$ cat config.mk
export PLATFORM = sky130hd
export DESIGN_NAME = flash_led_driver_control
export DESIGN_NICKNAME = d
export VERILOG_FILES = /design/src/include/flash_led_pkg.sv /design/src/hdl/flash_led_driver_control.sv
export SDC_FILE = /design/constraint.sdc
export NUM_CORES = 1
export LEC_CHECK = 0
export BUFFER_PORTS_ARGS = -buffer_cell sky130_fd_sc_hd__buf_2
export CAP_MARGIN = 10
export CORE_MARGIN = 1
export CORE_UTILIZATION = 58
export DETAILED_ROUTE_END_ITERATION = 7
export GPL_ROUTABILITY_DRIVEN = 0
export HOLD_SLACK_MARGIN = 0.1
export PLACE_DENSITY = 0.81
export SLEW_MARGIN = 20
export SYNTH_ARGS = -nofsm -noshare
export SYNTH_HDL_FRONTEND = slang
export SYNTH_SLANG_ARGS = --single-unit
$ cat constraint.sdc
create_clock -name clk_sys -period 3.75 [get_ports clk_sys]
set_input_delay 1.125 -clock clk_sys [delete_from_list [all_inputs] [get_ports clk_sys]]
set_output_delay 1.125 -clock clk_sys [all_outputs]
set_load 0.05 [all_outputs]
$ cat src/include/flash_led_pkg.sv
package flash_led_pkg;

    // ------------------------------------------------------------
    // register image
    // ------------------------------------------------------------
    localparam int REG_W              = 8;
    localparam int NUM_CHANNELS       = 3;
    localparam logic [7:0] REG_CLEAR  = 8'h00;

    // control_reg_one field positions
    localparam int C1_MODE_HI         = 7;
    localparam int C1_MODE_LO         = 6;
    localparam int C1_RETAIN          = 5;
    localparam int C1_TMO_HI          = 1;
    localparam int C1_TMO_LO          = 0;
    localparam logic [1:0] MODE_FLASH = 2'h3;

    // control_reg_two field position
    localparam int C2_VLIM_HI         = 7;
    localparam int C2_VLIM_LO         = 5;

    // ------------------------------------------------------------
    // voltages in millivolts
    // ------------------------------------------------------------
    localparam int VOLT_W                  = 13;
    localparam logic [12:0] READY_MARGIN_MV = 13'h0064;  // 100 mV
    localparam logic [12:0] TORCH_LIMIT_MV  = 13'h1194;  // 4500 mV
    localparam logic [12:0] FLASH_BASE_MV   = 13'h1068;  // code 0 limit, plain default
    localparam logic [12:0] FLASH_STEP_MV   = 13'h0032;  // per code step, plain default

    // ------------------------------------------------------------
    // flash timeout, cycles at 200 MHz
    // ------------------------------------------------------------
    localparam int CLK_PERIOD_PS      = 5000;
    localparam int TMO_MS_0           = 50;
    localparam int TMO_MS_1           = 110;
    localparam int TMO_MS_2           = 220;
    localparam int TMO_MS_3           = 400;
    localparam int TMO_W              = 27;

    // ------------------------------------------------------------
    // carriers
    // ------------------------------------------------------------
    typedef struct packed {
        logic [7:0] ctrl_one;
        logic [7:0] ctrl_two;
        logic [7:0] flash_cur;
        logic [7:0] torch_cur;
    } reg_image_t;

    typedef enum logic [1:0] {
        REG_SEL_ONE   = 2'h0,
        REG_SEL_TWO   = 2'h1,
        REG_SEL_FLASH = 2'h2,
        REG_SEL_TORCH = 2'h3
    } reg_sel_t;

    typedef struct packed {
        logic     wr;
        reg_sel_t sel;
        logic [7:0] data;
    } reg_wr_t;

    typedef enum logic [1:0] {
        ST_IDLE  = 2'b01,
        ST_FLASH = 2'b10
    } flash_state_t;

endpackage : flash_led_pkg

$ cat src/hdl/flash_led_driver_control.sv
`timescale 1ns/1ps
// Behaviour
// - ready high within 100mV of limit
// - flash limit from ctrl two bits 7:5
// - torch limit fixed at 4.50V
// - shutdown low forces LED drive off
// - shutdown, retain clear: registers cleared
// - shutdown, retain set: registers kept
// - flash mode plus trigger: one timeout
// - timeout length from ctrl one bits 1:0
// - sink current from mode-matching setting
// - short LED detect switches current off
// - registers written and read back
module flash_led_driver_control (
    input  wire logic                                clk_sys,
    input  wire logic                                rst_n,
    input  wire logic                                shutdown_n,
    input  wire logic                                flash_trigger,
    input  wire flash_led_pkg::reg_wr_t              reg_wr,
    input  wire flash_led_pkg::reg_sel_t             reg_rd_sel,
    output logic [7:0]                               reg_rd_data,
    input  wire logic [12:0]                         vout_mv,
    input  wire logic [12:0]                         led_mv,
    input  wire logic                                torch_en,
    output logic                                     supply_ready_flag,
    output logic [12:0]                              output_voltage_limit,
    output logic [flash_led_pkg::NUM_CHANNELS-1:0]   led_on,
    output logic [7:0]                               led_sink_current,
    output logic                                     flash_active,
    output logic                                     short_led_flag
);
    import flash_led_pkg::*;

    localparam logic [TMO_W-1:0] TMO_CYC_0 = TMO_W'(64'(TMO_MS_0) * 1000000000 / CLK_PERIOD_PS);
    localparam logic [TMO_W-1:0] TMO_CYC_1 = TMO_W'(64'(TMO_MS_1) * 1000000000 / CLK_PERIOD_PS);
    localparam logic [TMO_W-1:0] TMO_CYC_2 = TMO_W'(64'(TMO_MS_2) * 1000000000 / CLK_PERIOD_PS);
    localparam logic [TMO_W-1:0] TMO_CYC_3 = TMO_W'(64'(TMO_MS_3) * 1000000000 / CLK_PERIOD_PS);

    // ------------------------------------------------------------
    // register file
    // ------------------------------------------------------------
    reg_image_t regs_q, regs_d;

    always_comb begin
        regs_d = regs_q;
        if (!shutdown_n) begin
            if (!regs_q.ctrl_one[C1_RETAIN]) begin
                regs_d = '0;
            end
        end else if (reg_wr.wr) begin
            unique case (reg_wr.sel)
                REG_SEL_ONE:   regs_d.ctrl_one  = reg_wr.data;
                REG_SEL_TWO:   regs_d.ctrl_two  = reg_wr.data;
                REG_SEL_FLASH: regs_d.flash_cur = reg_wr.data;
                REG_SEL_TORCH: regs_d.torch_cur = reg_wr.data;
            endcase
        end
    end

    always_ff @(posedge clk_sys or negedge rst_n) begin
        if (!rst_n) begin
            regs_q <= '0;
        end else begin
            regs_q <= regs_d;
        end
    end

    logic [7:0] rd_d;
    always_comb begin
        unique case (reg_rd_sel)
            REG_SEL_ONE:   rd_d = regs_q.ctrl_one;
            REG_SEL_TWO:   rd_d = regs_q.ctrl_two;
            REG_SEL_FLASH: rd_d = regs_q.flash_cur;
            REG_SEL_TORCH: rd_d = regs_q.torch_cur;
        endcase
    end

    // ------------------------------------------------------------
    // trigger synchroniser and edge
    // ------------------------------------------------------------
    // first stage read only by the second stage
    logic trig_s1_q, trig_s2_q, trig_s3_q;
    logic trig_s1_d, trig_s2_d, trig_s3_d;
    always_comb begin
        trig_s1_d = flash_trigger;
        trig_s2_d = trig_s1_q;
        trig_s3_d = trig_s2_q;
    end

    always_ff @(posedge clk_sys or negedge rst_n) begin
        if (!rst_n) begin
            trig_s1_q <= 1'b0;
            trig_s2_q <= 1'b0;
            trig_s3_q <= 1'b0;
        end else begin
            trig_s1_q <= trig_s1_d;
            trig_s2_q <= trig_s2_d;
            trig_s3_q <= trig_s3_d;
        end
    end
    logic trig_rise;
    assign trig_rise = trig_s2_q & ~trig_s3_q;

    // ------------------------------------------------------------
    // flash timeout
    // ------------------------------------------------------------
    logic [1:0] mode_bits;
    logic       flash_mode;
    assign mode_bits  = regs_q.ctrl_one[C1_MODE_HI:C1_MODE_LO];
    assign flash_mode = (mode_bits == MODE_FLASH);

    logic [TMO_W-1:0] tmo_len;
    always_comb begin
        unique case (regs_q.ctrl_one[C1_TMO_HI:C1_TMO_LO])
            2'h0: tmo_len = TMO_CYC_0;
            2'h1: tmo_len = TMO_CYC_1;
            2'h2: tmo_len = TMO_CYC_2;
            2'h3: tmo_len = TMO_CYC_3;
        endcase
    end

    flash_state_t     st_q, st_d;
    logic [TMO_W-1:0] cnt_q, cnt_d;

    always_comb begin
        st_d  = st_q;
        cnt_d = cnt_q;
        unique case (st_q)
            ST_IDLE: begin
                // a level held high never retriggers: only a fresh edge starts
                if (shutdown_n && flash_mode && trig_rise) begin
                    st_d  = ST_FLASH;
                    cnt_d = tmo_len;
                end
            end
            ST_FLASH: begin
                if (!shutdown_n || cnt_q == TMO_W'(1)) begin
                    st_d  = ST_IDLE;
                    cnt_d = '0;
                end else begin
                    cnt_d = cnt_q - TMO_W'(1);
                end
            end
            default: begin
                st_d  = ST_IDLE;
                cnt_d = '0;
            end
        endcase
    end

    always_ff @(posedge clk_sys or negedge rst_n) begin
        if (!rst_n) begin
            st_q  <= ST_IDLE;
            cnt_q <= '0;
        end else begin
            st_q  <= st_d;
            cnt_q <= cnt_d;
        end
    end

    // ------------------------------------------------------------
    // limit, ready, short protect, sinks
    // ------------------------------------------------------------
    logic [12:0] limit;
    always_comb begin
        if (flash_mode) begin
            limit = FLASH_BASE_MV + 13'(FLASH_STEP_MV *
                    13'(regs_q.ctrl_two[C2_VLIM_HI:C2_VLIM_LO]));
        end else begin
            limit = TORCH_LIMIT_MV;
        end
    end

    logic ready_d, short_d, drive_d;
    logic [7:0] cur_d;
    always_comb begin
        // one spare bit so a reading near full scale cannot wrap below the limit
        ready_d = shutdown_n &&
                  ({1'b0, vout_mv} + {1'b0, READY_MARGIN_MV} >= {1'b0, limit});
        short_d = shutdown_n &&
                  ({1'b0, led_mv} + {1'b0, READY_MARGIN_MV} >= {1'b0, limit});
        drive_d = shutdown_n && !short_d &&
                  ((st_q == ST_FLASH) || (!flash_mode && torch_en));
        cur_d   = (st_q == ST_FLASH) ? regs_q.flash_cur : regs_q.torch_cur;
        if (!drive_d) begin
            cur_d = REG_CLEAR;
        end
    end

    logic        ready_q, short_q, drive_q;
    logic [7:0]  cur_q, rd_q;
    logic [12:0] limit_q;
    always_ff @(posedge clk_sys or negedge rst_n) begin
        if (!rst_n) begin
            ready_q <= 1'b0;
            short_q <= 1'b0;
            drive_q <= 1'b0;
            cur_q   <= '0;
            rd_q    <= '0;
            limit_q <= '0;
        end else begin
            ready_q <= ready_d;
            short_q <= short_d;
            drive_q <= drive_d;
            cur_q   <= cur_d;
            rd_q    <= rd_d;
            limit_q <= limit;
        end
    end

    assign supply_ready_flag    = ready_q;
    assign short_led_flag       = short_q;
    assign led_on               = {NUM_CHANNELS{drive_q}};
    assign led_sink_current     = cur_q;
    assign reg_rd_data          = rd_q;
    assign output_voltage_limit = limit_q;
    // straight from state: leads led_on by one cycle
    assign flash_active         = (st_q == ST_FLASH);

endmodule : flash_led_driver_control

==> results.json <==
{
  "outcome": "finished, final reports clean",
  "startpoint_type": "register",
  "layout.nets": 685,
  "die_x_um": 99.0,
  "fp-row-count": 35,
  "n_antenna_cell": 0,
  "die_h_um": 99.0,
  "globalRouteTotalUtil": 0.288,
  "clock-root-buffer": "clkbuf_8",
  "async_flop_share": 1.00,
  "htree_levels": 3,
  "area_growth_pct": 12.3,
  "cp-end-kind": "register",
  "avgSynthCellArea_um2": 10.2,
  "cellLeakagePower_nw": 2.96,
  "antenna_left": 0,
  "cp_data_required_time_ns": 4.01,
  "power_mw": 3.62,
  "synth_area_um2": 5450,
  "grt_pass1_vias": 4611,
  "initial_utilization": 0.596,
  "fin_tns_setup_ns": 0,
  "vias": 4450,
  "slew_violations": 0,
  "finalCriticalPeriod_ns": 3.27,
  "synth_ff_type": "dfrtp_1",
  "grt_pass1_wl_um": 22000,
  "first_pass_iters": 5,
  "clkSlewWorstSetupHoldPaths_ns": 0.09,
  "drtIter0Drc": 291,
  "cts-buffers-inserted": 9,
  "path_max_fanout": 10,
  "vias_per_cell": 6.16,
  "vdd_drop_max_uv": 354,
  "synth_cell_types": 71,
  "portBuffers": 75,
  "setup_violations": 0,
  "dp_hpwl_um": 9360,
  "yosysSeqAreaShare": 0.427,
  "clkSinkCount": 93,
  "worstSetupPathType": "reg2reg",
  "grt-ovfl-total": 0,
  "io-pin-count": 79,
  "fill_cells": 684,
  "cts_hold_buf": 0,
  "power_density_nw_per_um2": 591,
  "synth_seq_cells": 93,
  "routed_wl_um": 13100,
  "rsz0062_at_grt": "false",
  "synth_edf_count": 0,
  "final_hold_viol_count": 0,
  "cts_resized": 0,
  "cts_setup_buffers": 0,
  "antenna_found_initial": 0,
  "coreArea_um2": 9150,
  "relSlewSlack": 0.420,
  "grt_max_degree": 51,
  "fin_crit_sh": 0.873,
  "hold_path.class": "reg2reg",
  "ys.warnings.count": 0,
  "ctsLongestPathBuffers": 2,
  "dieArea_um2": 9800,
  "cts_tree": "yes",
  "worst_pin_slew_ns": 0.870,
  "max_freq_ghz": 0.306,
  "wl_per_cell_um": 18.1,
  "syn_inst": 534,
  "arrival_ns": 3.53,
  "maxCapViolations": 0,
  "clock_latency_ns": 0.37,
  "drive_above_1_share": 0.262,
  "fin_skew_ns": 0.0105,
  "drcViolationCount": 0
}
-- cell families after synthesis --
| family | synth area share |
|---|---|
| adder cells (fa/ha/maj) | 0.0821 |
| multiplexers | 0.112 |
| flip-flops | 0.427 |
| buffers and inverters | 0.0445 |
| other | 0.00138 |
| AO/OA/AOI/OAI | 0.151 |
| XOR/XNOR | 0.0241 |
| AND/OR/NAND/NOR | 0.158 |
-- final cells by class --
cell class,instances,area [µm²],share of cell area
repair buffers,83,450,0.0735
clock inverters,5,57.6,0.00940
well taps,111,139,0.0227
flip-flops and latches,93,2330,0.380
multi-input cells,390,2890,0.472
inverters,29,109,0.0178
clock buffers,11,151,0.0247
-- stage by stage --
step                      utilization  std cells  cell area [µm²]  worst slack (ns)  hold slack (ns)
final                           0.669        722             6130             0.478            0.365
after floorplan                     -        536             5460             0.801            0.331
after CTS                       0.669        722             6130             0.517            0.361
after global placement          0.646        706             5920             0.559            0.336
after detailed placement        0.646        706             5920             0.435            0.338
after global routing            0.669        722             6130             0.205            0.368
-- synthesized netlist by cell type, drive strengths merged (5+ instances only) --
| cell type | n | area [µm²] |
|---|---|---|
| and2 | 10 | 62.6 |
| a21oi | 24 | 120 |
| nor3 | 13 | 65.1 |
| nand2b | 5 | 31.3 |
| mux2 | 33 | 372 |
| ha | 35 | 438 |
| o21ai | 47 | 239 |
| mux2i | 6 | 60.1 |
| clkbuf | 12 | 45.0 |
| xor2 | 9 | 78.8 |
| dfrtp | 92 | 2300 |
| o311ai | 6 | 52.6 |
| inv | 29 | 109 |
| or2 | 6 | 37.5 |
| nand2 | 43 | 166 |
| xnor2 | 6 | 52.6 |
| mux4 | 8 | 180 |
| nor2 | 28 | 108 |
| a31oi | 6 | 37.5 |
| buf | 12 | 88.8 |
| nor4 | 17 | 134 |
| nand3 | 18 | 90.1 |
-- cells in the final DEF, fill, tap and decap left out, types with 5 or more instances in the layout --
cell type	count
o21ai_1	19
mux2i_1	6
nand3_1	18
nor3_1	13
xnor2_1	6
dfrtp_1	92
a31oi_1	6
nor2_1	27
mux2_2	33
nand2_1	41
buf_4	8
buf_2	74
xor2_1	9
and2_1	10
mux4_2	8
o21ai_0	27
o311ai_1	5
nor4_1	14
nand2b_1	5
or2_2	6
clkbuf_8	11
ha_1	35
a21oi_1	24
inv_1	28
-- sequential cells by signal, summed over array words and instances, names as in the netlist --
register	flops
trig_s1_q	1
short_led_flag	1
regs_q	30
cnt_q	27
output_voltage_limit	10
led_sink_current	8
supply_ready_flag	1
st_q	2
trig_s2_q	1
mode_bits	2
trig_s3_q	1
reg_rd_data	8
drive_q	1
-- layer usage --
| metal | global-route usage | wire length (µm) | vias up |
|---|---|---|---|
| met4 | 0.0999 | 267 | 0 |
| met1 | 0.354 | 5370 | 2200 |
| met3 | 0.0674 | 668 | 28 |
| met5 | 0 | 0 | - |
| met2 | 0.497 | 6740 | 142 |
| li1 | - | - | 2080 |
-- path summary, 6_finish.rpt --
kind | depth (start not counted) | slack (ns) | from | endpoint
setup / recovery | 12 | 0.48 | regs_q[22] | drive_q
hold / removal | 0 | 0.36 | trig_s1_q | trig_s2_q
max in group asynchronous | 2 | 2.29 | rst_n | st_q[0]
setup reg to reg | 12 | 0.48 | regs_q[22] | drive_q
hold reg to reg | 0 | 0.36 | trig_s1_q | trig_s2_q
min in group asynchronous | 1 | 0.74 | rst_n | reg_rd_data[1]
-- power by group --
part	total, mW	leakage, nW	switching [mW]	internal, mW
logic	1.58	1.64	0.992	0.584
registers	1.34	1.21	0.160	1.18
clock network	0.706	0.110	0.360	0.346
total	3.62	2.96	1.51	2.11
-- worst max-delay path, cell delays in order (launching register included) --
cell and delay (ns):
dfrtp_1 0.41, inv_1 0.09, ha_1 0.28, inv_1 0.04
ha_1 0.33, or3_1 0.40, xor2_1 0.16, nor2_1 0.20
ha_1 0.28, and3_1 0.18, o211a_1 0.12, a31o_1 0.34
nor4_1 0.32
No activity file was read; power rests on OpenSTA's default activity.
